===== config.mk =====
export PLATFORM = sky130hd
export DESIGN_NAME = vcr_capture
export DESIGN_NICKNAME = d
export VERILOG_FILES = /design/src/vcr_pkg.sv /design/src/vcr_capture.sv
export SDC_FILE = /design/constraint.sdc
export NUM_CORES = 1
export LEC_CHECK = 0
export BUFFER_PORTS_ARGS = -buffer_cell sky130_fd_sc_hd__clkbuf_2
export CAP_MARGIN = 25
export CORE_ASPECT_RATIO = 1.25
export CORE_MARGIN = 2
export CORE_UTILIZATION = 55
export CTS_BUF_LIST = sky130_fd_sc_hd__clkbuf_8 sky130_fd_sc_hd__clkbuf_16
export DETAILED_ROUTE_END_ITERATION = 16
export PLACE_DENSITY = 0.75
export REMOVE_ABC_BUFFERS = 1
export SLEW_MARGIN = 20
export SYNTH_ARGS = -nofsm -noshare
export SYNTH_HDL_FRONTEND = slang
export SYNTH_SLANG_ARGS = --single-unit

===== constraint.sdc =====
create_clock -name clk -period 5.2 [get_ports clk]
set_input_delay 0.78 -clock clk [delete_from_list [all_inputs] [get_ports clk]]
set_output_delay 0.78 -clock clk [all_outputs]
set_load 0.02 [all_outputs]

===== src/vcr_pkg.sv =====
package vcr_pkg;

    // ------------------------------------------------------------
    // widths and codes
    // ------------------------------------------------------------
    localparam int PIX_W = 24;
    localparam int LINE_W = 12;
    localparam logic [LINE_W-1:0] VBLANK_LINES_DEF = 12'h014;
    localparam logic [1:0] PATH_BYPASS = 2'h0;
    localparam logic [1:0] PATH_PROC = 2'h1;
    localparam logic [1:0] ONE2 = 2'h1;
    localparam logic [1:0] TWO2 = 2'h2;

    typedef enum logic [2:0] {
        VCR_IDLE = 3'b000,
        VCR_DROP = 3'b001,
        VCR_WAIT_EOF = 3'b010,
        VCR_APPLY = 3'b011,
        VCR_RUN = 3'b100
    } vcr_state_t;

    // incoming pixel with sync qualifiers
    typedef struct packed {
        logic [PIX_W-1:0] data;
        logic hsync;
        logic vsync;
        logic active_video_qualifier;
    } vcr_pix_t;

    // pin synchroniser state
    typedef struct packed {
        vcr_pix_t s1;
        vcr_pix_t s2;
        vcr_pix_t s3;
    } vcr_sync_t;

    typedef struct packed {
        vcr_sync_t sy;
        vcr_state_t st;
        logic [LINE_W-1:0] lineCnt;
        logic prevVsync;
        logic prevHsync;
        logic prevActVid;
        logic [1:0] path;
        logic [1:0] cnt;
        logic [PIX_W-1:0] buf0;
        logic [PIX_W-1:0] buf1;
        logic rdPtr;
        logic wrPtr;
        logic [PIX_W-1:0] outData;
        logic hung;
    } vcr_regs_t;

endpackage


===== src/vcr_capture.sv =====
`timescale 1ns/10ps
// Functional notes
// - restart in non-mux mode with processing in path stalls the list
// - hang in both sync modes; discrete sync hangs on restart once the mux is switched, not on first run
// - list stalls to end of frame, mux switched in blanking
// - active-video qualifier delimits the region written to memory
// - vertical blanking lines never written even with qualifier high
module vcr_capture (
    input wire logic clk,
    input wire logic rst_n,
    input wire vcr_pkg::vcr_pix_t pixIn,
    input wire logic portEnable,
    input wire logic portReset,
    input wire logic fifoReset,
    input wire logic discreteSync,
    input wire logic procEnable,
    input wire logic listPosted,
    input wire logic [vcr_pkg::LINE_W-1:0] vblankLines,
    output logic [vcr_pkg::PIX_W-1:0] outData,
    output logic outValid,
    input wire logic outReady,
    output logic [1:0] muxPath,
    output logic listStalled,
    output logic captureHung,
    output logic inOverflow
);
    import vcr_pkg::*;

    vcr_regs_t r;
    vcr_regs_t nxt;
    logic inWord;
    logic bufReady;
    logic bufValid;
    logic lineStart;
    logic frameEnd;

    // ------------------------------------------------------------
    // pin qualification
    // ------------------------------------------------------------
    assign lineStart = r.sy.s3.hsync & ~r.prevHsync;
    assign frameEnd = r.sy.s3.vsync & ~r.prevVsync;
    assign bufValid = (r.cnt != 2'h0);
    assign bufReady = (r.cnt != TWO2);
    assign outValid = bufValid;
    assign outData = r.outData;
    assign muxPath = r.path;
    assign listStalled = (r.st == VCR_WAIT_EOF);
    assign captureHung = r.hung;

    // qualifier from the last stage, held at its old value while the two stages disagree, and line is past blanking
    always_comb
    begin
        inWord = 1'b0;
        if (r.st == VCR_RUN && portEnable && !portReset && !fifoReset)
        begin
            // a qualifier change counts once both stages agree
            inWord = (r.sy.s2.active_video_qualifier == r.sy.s3.active_video_qualifier) ? r.sy.s3.active_video_qualifier
                : r.prevActVid;
            if (r.lineCnt < vblankLines)
            begin
                inWord = 1'b0;
            end
        end
    end
    assign inOverflow = inWord & ~bufReady;

    // ------------------------------------------------------------
    // next state
    // ------------------------------------------------------------
    always_comb
    begin
        logic pop;
        logic push;
        nxt = r;
        pop = bufValid & outReady;
        push = inWord & bufReady;
        nxt.sy.s1 = pixIn;
        nxt.sy.s2 = r.sy.s1;
        nxt.sy.s3 = r.sy.s2;
        nxt.prevVsync = r.sy.s3.vsync;
        nxt.prevHsync = r.sy.s3.hsync;
        nxt.prevActVid = r.sy.s3.active_video_qualifier;
        if (frameEnd)
        begin
            nxt.lineCnt = '0;
        end
        else if (lineStart && r.lineCnt != {LINE_W{1'b1}})
        begin
            nxt.lineCnt = r.lineCnt + 12'h001;
        end
        case (r.st)
            VCR_IDLE:
            begin
                if (portEnable && listPosted)
                begin
                    if (discreteSync && r.path == PATH_BYPASS)
                    begin
                        nxt.st = VCR_DROP;
                    end
                    else if (procEnable && (discreteSync || r.hung))
                    begin
                        nxt.st = VCR_WAIT_EOF;
                        nxt.hung = 1'b1;
                    end
                    else
                    begin
                        nxt.st = VCR_RUN;
                    end
                end
            end
            VCR_DROP:
            begin
                // discard descriptor: data dropped, no writeback
                nxt.st = VCR_WAIT_EOF;
            end
            VCR_WAIT_EOF:
            begin
                if (frameEnd && !r.hung)
                begin
                    nxt.st = VCR_APPLY;
                end
            end
            VCR_APPLY:
            begin
                if (procEnable)
                begin
                    nxt.path = PATH_PROC;
                end
                nxt.st = VCR_RUN;
            end
            VCR_RUN:
            begin
                if (!portEnable)
                begin
                    nxt.st = VCR_IDLE;
                    nxt.hung = r.hung
                        | (procEnable & ~discreteSync);
                end
            end
            default:
            begin
                nxt.st = VCR_IDLE;
            end
        endcase
        // recovery: port and FIFO reset together clear the hang; FIFO reset alone flushes the buffer
        if (portReset && fifoReset)
        begin
            nxt.st = VCR_IDLE;
            nxt.hung = 1'b0;
            nxt.path = PATH_BYPASS;
        end
        if (fifoReset)
        begin
            nxt.cnt = '0;
            nxt.rdPtr = 1'b0;
            nxt.wrPtr = 1'b0;
        end
        else
        begin
            // two-entry buffer
            if (push)
            begin
                if (r.wrPtr)
                begin
                    nxt.buf1 = r.sy.s3.data;
                end
                else
                begin
                    nxt.buf0 = r.sy.s3.data;
                end
                nxt.wrPtr = ~r.wrPtr;
            end
            if (pop)
            begin
                nxt.rdPtr = ~r.rdPtr;
            end
            if (push && !pop)
            begin
                nxt.cnt = r.cnt + ONE2;
            end
            else if (pop && !push)
            begin
                nxt.cnt = r.cnt - ONE2;
            end
        end
        // registered head of buffer
        if (nxt.cnt != 2'h0)
        begin
            nxt.outData = nxt.rdPtr ? nxt.buf1 : nxt.buf0;
        end
    end

    // ------------------------------------------------------------
    // state register
    // ------------------------------------------------------------
    always_ff @(posedge clk or negedge rst_n)
    begin
        if (!rst_n)
        begin
            r <= '0;
        end
        else
        begin
            r <= nxt;
        end
    end
endmodule


==> summary.log, run 1 <==
[cts] post-CTS sizing 0
[grt] global-route congestion overflow total 0
[critical_path] setup slack of the most critical reg-to-reg path 1.71 ns
[place] count of input and output buffers 76
[cts] buffers inserted by post-CTS timing repair 0
[synth] warning count from the yosys run 0
[critical_path] worst reg2reg path depth 10
[cts] clock tree root buffer cell sky130_fd_sc_hd__clkbuf_16
[critical_path] worst endpoint data arrival time 3.79 ns
[critical_path] ordered list of cells on the worst path inv_1, ha_1, and2b_1, xnor2_1, or2_2, inv_1, xnor2_1, nand4b_2, o211ai_1, mux2i_1
[drt] Vias per Instance 5.388
[power_and_ir_drop] static leakage power 0.003902 uW
[sta] Final Hold Fails 0
[sta] setup TNS 0 ns
[grt] met3 layer usage reported by global route 0.05616
[cts] Num CTS Buffers 17
[sta] Final Cycle Share 0.6714
[floorplanning] initial standard-cell utilization of the core 0.5690
[synth] post-synth top area share 0.6092
[drt] # DRC 0
[sta] Slew Limit Headroom 0.4536
[grt] pin count of the biggest net entering global routing 95
[cells_and_area] Area Growth Syn to Fin 13.18%
[power_and_ir_drop] maximum ir drop on the vdd rail 244.8 uV
[power_and_ir_drop] power after layout 3499 uW
[sta] Pins Over Slew Limit 0
[critical_path] startpoint of the most critical register-to-register path r[75]$_DFF_PN0_
[sta] final clock skew 0.008940 ns
[min_path] beginning of the worst hold path nxt[117]$_DFF_PN0_
[cells_and_area] final std cells w/o fill 829
[grt] initial antenna violation count 0
[grt] wire length of the first global-routing pass 22730 um
[synth] main flop type after synthesis sky130_fd_sc_hd__dfrtp_1
[flow_run] count of maximum capacitance violations 0
[synth] netlist area before placement 7271 um^2
[cts] CTS tree yes
[cells_and_area] ratio of cells with drive above 1 in the final layout 0.2753
[critical_path] number of buffer and inverter stages on the critical path 2
[grt] Total Routing Usage GR 0.2057
[critical_path] delay contributed by the slowest stage of the critical path 0.66 ns
[synth] Post-Synth Simple-Gate Area 0.07692
[min_path] Hold Crit Depth 0
[cts] H-tree depth reported by CTS 4
[synth] post-synth cell types 55
[critical_path] Critical Path Sink Type register
[cts] number of buffers inserted by hold repair at cts 0
[cts] clock latency of the later-clocked register in the worst-skew pair 0.43 ns
[power_and_ir_drop] Pwr per Cell Area 425.2 nW/um^2
[synth] number of enable flip-flop cells after synthesis 0
[critical_path] largest fanout on the critical path 26
[drt] drt total wl 13280 um
[place] placed instance area 7607 um^2
[grt] global routing's busiest layer met2
[power_and_ir_drop] share of power burned in combinational logic 0.179
[cells_and_area] leading cell type in the layout, fill and taps excluded sky130_fd_sc_hd__dfrtp_1
[drt] First-pass DRT Iterations 5
[place] GPL Wtd Cong 0.8805
[floorplanning] IO Count 78
[sta] maximum operating frequency 0.2864 GHz
[status] status complete, no violations
[power_and_ir_drop] net switching fraction of the power 0.2906
[synth] Gate Count Post-Synth 592
[sta] Final min period 3.491 ns
[place] dpl hpwl 8324 um
[synth] fraction of the yosys area taken by sequential cells 0.6092
[critical_path] Worst Setup Path Type register to register
[power_and_ir_drop] internal power 2482 uW
[synth] multiplexer share of the synthesized area 0.1131
[power_and_ir_drop] clock network fraction of total power 0.356
[synth] mean instance size in the synthesized netlist 12.28 um^2
[cts] number of clock sinks seen by CTS 177
[synth] xor-xnor portion of the synthesized cell area 0.01927
[drt] overall via count from detail_route 4467
[synth] dominant combinational cell family by area after synthesis multiplexers
[min_path] type of the worst min-delay path register to register
[critical_path] kind of cell adding the most delay to the critical path simple AND/OR/NAND/NOR gates
[floorplanning] area of the die 14160 um^2
[cts] maximum buffer depth of the clock tree 2
[synth] library cell occupying the most area in the post-synthesis netlist sky130_fd_sc_hd__dfrtp_1
[synth] proportion of register bits with asynchronous set or reset after synthesis 1.000
[synth] flops & latches, synth 177
[power_and_ir_drop] switching power of the nets 1017 uW
[critical_path] critical path startpoint category register
[cells_and_area] area of all placed cells without fillers 8229 um^2
[cells_and_area] highest-count cells in the layout ignoring fill and taps sky130_fd_sc_hd__dfrtp_1, sky130_fd_sc_hd__clkbuf_2, sky130_fd_sc_hd__nor2_1
[grt] met2 global-route usage 0.3340
[floorplanning] Core ar. 12780 um^2
[synth] post-synthesis compound-gate area fraction 0.08914
[critical_path] critical register-to-register path endpoint outData[22]$_DFFE_PN0P_
[floorplanning] die extent in x 106.8 um
[cells_and_area] number of nets in the final layout 710
[min_path] hold worst-path end r[117]$_DFF_PN0_
[sta] unrepaired setup endpoints after global routing false
[cells_and_area] n_diodes 0
[critical_path] cell with the largest stage delay on the worst path sky130_fd_sc_hd__nand4b_2
[sta] count of final setup violators 0
[grt] GR met1 Demand/Resource 0.2603
[cts] Reg clk slew, reported paths 0.06 ns
[sta] transition time of the tightest slew-check pin 0.8196 ns
[floorplanning] overall die height 132.5 um
[synth] Synth Area in Adders 0.02409
[drt] WL/cell 16.02 um
[floorplanning] standard-cell rows 46
[synth] dominant cells by area after synthesis sky130_fd_sc_hd__dfrtp_1, sky130_fd_sc_hd__mux2_2, sky130_fd_sc_hd__mux2i_1
[critical_path] Crit path required time 5.50 ns
[grt] via count of the first global-routing pass 4688
[drt] count of nets left with antenna violations after detail routing 0
[drt] number of violations reported at the end of detailed-routing iteration 0 239
[power_and_ir_drop] fraction of power consumed by sequential logic 0.465
[place] Inst Count DP 796
==> how the worst max path moves through the flow <==
stage | from | to | slack, ns | depth (start not counted)
global placement | vblankLines[11] | outData[10]$_DFFE_PN0P_ | 1.55 | 10
detailed placement | vblankLines[11] | outData[10]$_DFFE_PN0P_ | 1.44 | 10
global route | r[75]$_DFF_PN0_ | outData[1]$_DFFE_PN0P_ | 1.53 | 10
floorplan | vblankLines[11] | outData[0]$_DFFE_PN0P_ | 1.50 | 9
CTS | r[75]$_DFF_PN0_ | outData[22]$_DFFE_PN0P_ | 1.69 | 10
finish | r[75]$_DFF_PN0_ | outData[22]$_DFFE_PN0P_ | 1.71 | 10
==> per-layer routing <==
metal  wire length [um]  vias to the layer above
li1                   -                     2088
met1               5523                     2226
met2               6855                      124
met3                566                       29
met4                337                        0
met5                  0                        -
==> flip-flops by register name, summed over array words and instances (netlist names) <==
name	cells
outData	24
muxPath	1
captureHung	1
r	94
nxt	57
==> synth_stat cells, types with 4 or more instances <==
master and number:
sky130_fd_sc_hd__dfrtp_1 177, sky130_fd_sc_hd__buf_2 6, sky130_fd_sc_hd__inv_1 42, sky130_fd_sc_hd__nand2_1 18
sky130_fd_sc_hd__xor2_1 7, sky130_fd_sc_hd__o211ai_1 18, sky130_fd_sc_hd__buf_6 5, sky130_fd_sc_hd__mux2i_1 27
sky130_fd_sc_hd__buf_4 27, sky130_fd_sc_hd__clkbuf_1 11, sky130_fd_sc_hd__xnor2_1 9, sky130_fd_sc_hd__ha_1 14
sky130_fd_sc_hd__nor2_1 67, sky130_fd_sc_hd__a21oi_1 8, sky130_fd_sc_hd__o21ai_0 45, sky130_fd_sc_hd__mux2_2 49
sky130_fd_sc_hd__nand3_1 4, sky130_fd_sc_hd__nor3_1 5, sky130_fd_sc_hd__o221ai_1 6
==> power groups by stage <==
| stage | combinational, uW | sequential (uW) | clock, uW |
|---|---|---|---|
| after floorplan | 275 | 1750 | 0 |
| after global placement | 600 | 1650 | 0 |
| after detailed placement | 621 | 1650 | 0 |
| after CTS | 629 | 1630 | 1270 |
| after global routing | 696 | 1650 | 1330 |
| final | 627 | 1630 | 1250 |
==> final cells by class <==
cell class	count	area, um^2
well taps	168	210.2
multi-input cells	323	2349
clock inverters	10	100.1
fillers	992	4548
repair buffers	87	489.2
inverters	42	157.7
flip-flops and latches	177	4429
clock buffers	22	494.2
==> logic make-up after synthesis <==
family	Yosys count
AO/OA/AOI/OAI	96
XOR/XNOR	16
adder cells (fa/ha/maj)	14
buffers and inverters	92
flip-flops	177
multiplexers	76
other	1
AND/OR/NAND/NOR	120
==> per-stage QoR <==
step / worst slack (ns) / hold slack, ns / utilization
floorplan: 1.498 / 0.3312 / -
global placement: 1.551 / 0.3314 / 0.5954
detailed placement: 1.441 / 0.3347 / 0.5954
CTS: 1.693 / 0.3485 / 0.6419
global route: 1.528 / 0.3531 / 0.6440
finish: 1.709 / 0.3466 / 0.6440
(Power assumes the default switching activity.)
==> run 2: changes to the inputs <==
==> constraint.sdc (replaced) <==
create_clock -name clk -period 3.3 [get_ports clk]
set_input_delay 0.495 -clock clk [delete_from_list [all_inputs] [get_ports clk]]
set_output_delay 0.495 -clock clk [all_outputs]
set_load 0.02 [all_outputs]
==> summary.log, run 2 (same netlist as run 1, synthesis figures left out) <==
[drt] # DRC 0
[critical_path] number of buffer and inverter stages on the critical path 2
[drt] count of nets left with antenna violations after detail routing 0
[floorplanning] standard-cell rows 46
[cells_and_area] n_diodes 0
[grt] via count of the first global-routing pass 4951
[cells_and_area] Area Growth Syn to Fin 14.11%
[drt] Vias per Instance 5.454
[cts] H-tree depth reported by CTS 4
[floorplanning] initial standard-cell utilization of the core 0.5690
[floorplanning] die extent in x 106.8 um
[cells_and_area] largest register by flop count r
[drt] WL/cell 16.47 um
[cts] maximum buffer depth of the clock tree 2
[cells_and_area] area taken by flip-flops and latches 4429 um^2
[min_path] type of the worst min-delay path input port to async pin
[cells_and_area] area taken by multi-input logic gates 2349 um^2
[power_and_ir_drop] Pwr per Cell Area 683.2 nW/um^2
[status] status complete, no violations
[critical_path] delay contributed by the slowest stage of the critical path 0.43 ns
[cts] clock tree root buffer cell sky130_fd_sc_hd__clkbuf_16
[cts] clock latency of the later-clocked register in the worst-skew pair 0.43 ns
[cells_and_area] Layout Utilization 0.6493
[floorplanning] overall die height 132.5 um
[critical_path] worst endpoint data arrival time 3.40 ns
[drt] drt total wl 13670 um
[place] GPL Wtd Cong 0.8627
[sta] maximum operating frequency 0.3267 GHz
[power_and_ir_drop] static leakage power 0.003944 uW
[sta] Slew Limit Headroom 0.4599
[cells_and_area] final std cells w/o fill 830
[cts] Reg clk slew, reported paths 0.07 ns
[critical_path] cell with the largest stage delay on the worst path sky130_fd_sc_hd__dfrtp_1
[floorplanning] IO Count 78
[cells_and_area] highest-count cells in the layout ignoring fill and taps sky130_fd_sc_hd__dfrtp_1, sky130_fd_sc_hd__clkbuf_2, sky130_fd_sc_hd__nor2_1
[cts] Num CTS Buffers 17
[cells_and_area] fillers 975
[critical_path] ordered list of cells on the worst path ha_1, nand4_1, nor2_1, or3_1, a221oi_4, buf_6, nand4b_2, buf_4, o221ai_1, mux2i_1
[grt] pin count of the biggest net entering global routing 93
[critical_path] kind of cell adding the most delay to the critical path simple AND/OR/NAND/NOR gates
[sta] Pins Over Slew Limit 0
[place] count of input and output buffers 76
[sta] final clock skew 0.01022 ns
[critical_path] Critical Path Sink Type register
[cts] number of clock sinks seen by CTS 177
[sta] count of final setup violators 0
[critical_path] largest fanout on the critical path 46
[floorplanning] Core ar. 12780 um^2
[cells_and_area] ratio of cells with drive above 1 in the final layout 0.2764
[sta] transition time of the tightest slew-check pin 0.8102 ns
[drt] First-pass DRT Iterations 4
[flow_run] count of maximum capacitance violations 0
[floorplanning] area of the die 14160 um^2
[grt] initial antenna violation count 0
[sta] final-layout worst hold slack 0.1168 ns
[critical_path] critical path startpoint category register
[place] dpl hpwl 8658 um
[cts] buffers inserted by post-CTS timing repair 0
[grt] wire length of the first global-routing pass 23720 um
[cells_and_area] max reg flops 94
[sta] unrepaired setup endpoints after global routing false
[sta] Final min period 3.061 ns
[sta] Final Cycle Share 0.9275
[grt] Total Routing Usage GR 0.2138
[drt] overall via count from detail_route 4527
[sta] Final Hold Fails 0
[cells_and_area] number of nets in the final layout 712
[drt] number of violations reported at the end of detailed-routing iteration 0 247
[grt] global-route congestion overflow total 0
[cells_and_area] leading cell type in the layout, fill and taps excluded sky130_fd_sc_hd__dfrtp_1
[place] Inst Count DP 799
[cts] CTS tree yes
[power_and_ir_drop] maximum ir drop on the vdd rail 451.3 uV
[critical_path] Worst Setup Path Type register to register
[critical_path] Crit path required time 3.64 ns
## run 2: metal layers
metal	track usage	part of all wire
met5	0	0
met4	0.08225	0.023
met3	0.05961	0.050
met2	0.3549	0.51
met1	0.2663	0.42
## run 2: worst paths after layout
check / start / endpoint / slack (ns) / cells after the start
hold / removal: rst_n / nxt[131]$_DFF_PN0_ / 0.12 / 1
min in group clk: pixIn[13] / nxt[137]$_DFF_PN0_ / 0.17 / 1
hold reg to reg: nxt[146]$_DFF_PN0_ / nxt[119]$_DFF_PN0_ / 0.35 / 0
setup reg to reg: r[93]$_DFFE_PN0P_ / outData[15]$_DFFE_PN0P_ / 0.24 / 10
setup / recovery: r[93]$_DFFE_PN0P_ / outData[15]$_DFFE_PN0P_ / 0.24 / 10
max in group asynchronous: rst_n / r[73]$_DFF_PN0_ / 2.23 / 2
## run 2: area by class of cell
type / count / share of cell area
Tap cell: 168 / 0.02534
Inverter: 42 / 0.01900
Multi-Input combinational cell: 323 / 0.2831
Timing Repair Buffer: 89 / 0.06274
Clock inverter: 10 / 0.01810
Clock buffer: 21 / 0.05791
Sequential cell: 177 / 0.5339
## run 2: where the power goes
| part | leakage, uW | internal [uW] | switching (uW) | total [uW] |
|---|---|---|---|---|
| combinational | 0.00137 | 366 | 634 | 1000 |
| sequential | 0.00227 | 2400 | 173 | 2580 |
| clock | 0.000306 | 1280 | 817 | 2090 |
## run 2: timing repair
item | CTS | global route
hold buffers | 0 | 0
gates resized for setup | 0 | 1
hold endpoints to repair | 0 | 0
endpoints found under the setup margin | 0 | 8
## run 2: stage by stage
| stage | setup TNS [ns] | worst slack, ns | total power [uW] | cell area [um^2] |
|---|---|---|---|---|
| final | 0 | 0.2393 | 5669 | 8297 |
| after global routing | 0 | 0.06840 | 5929 | 8297 |
| after CTS | 0 | 0.1352 | 5710 | 8293 |
| after detailed placement | -0.06603 | -0.02594 | 3614 | 7662 |
| after global placement | 0 | 0.09334 | 3550 | 7635 |
| after floorplan | -2.819 | -0.1174 | 3190 | 6935 |
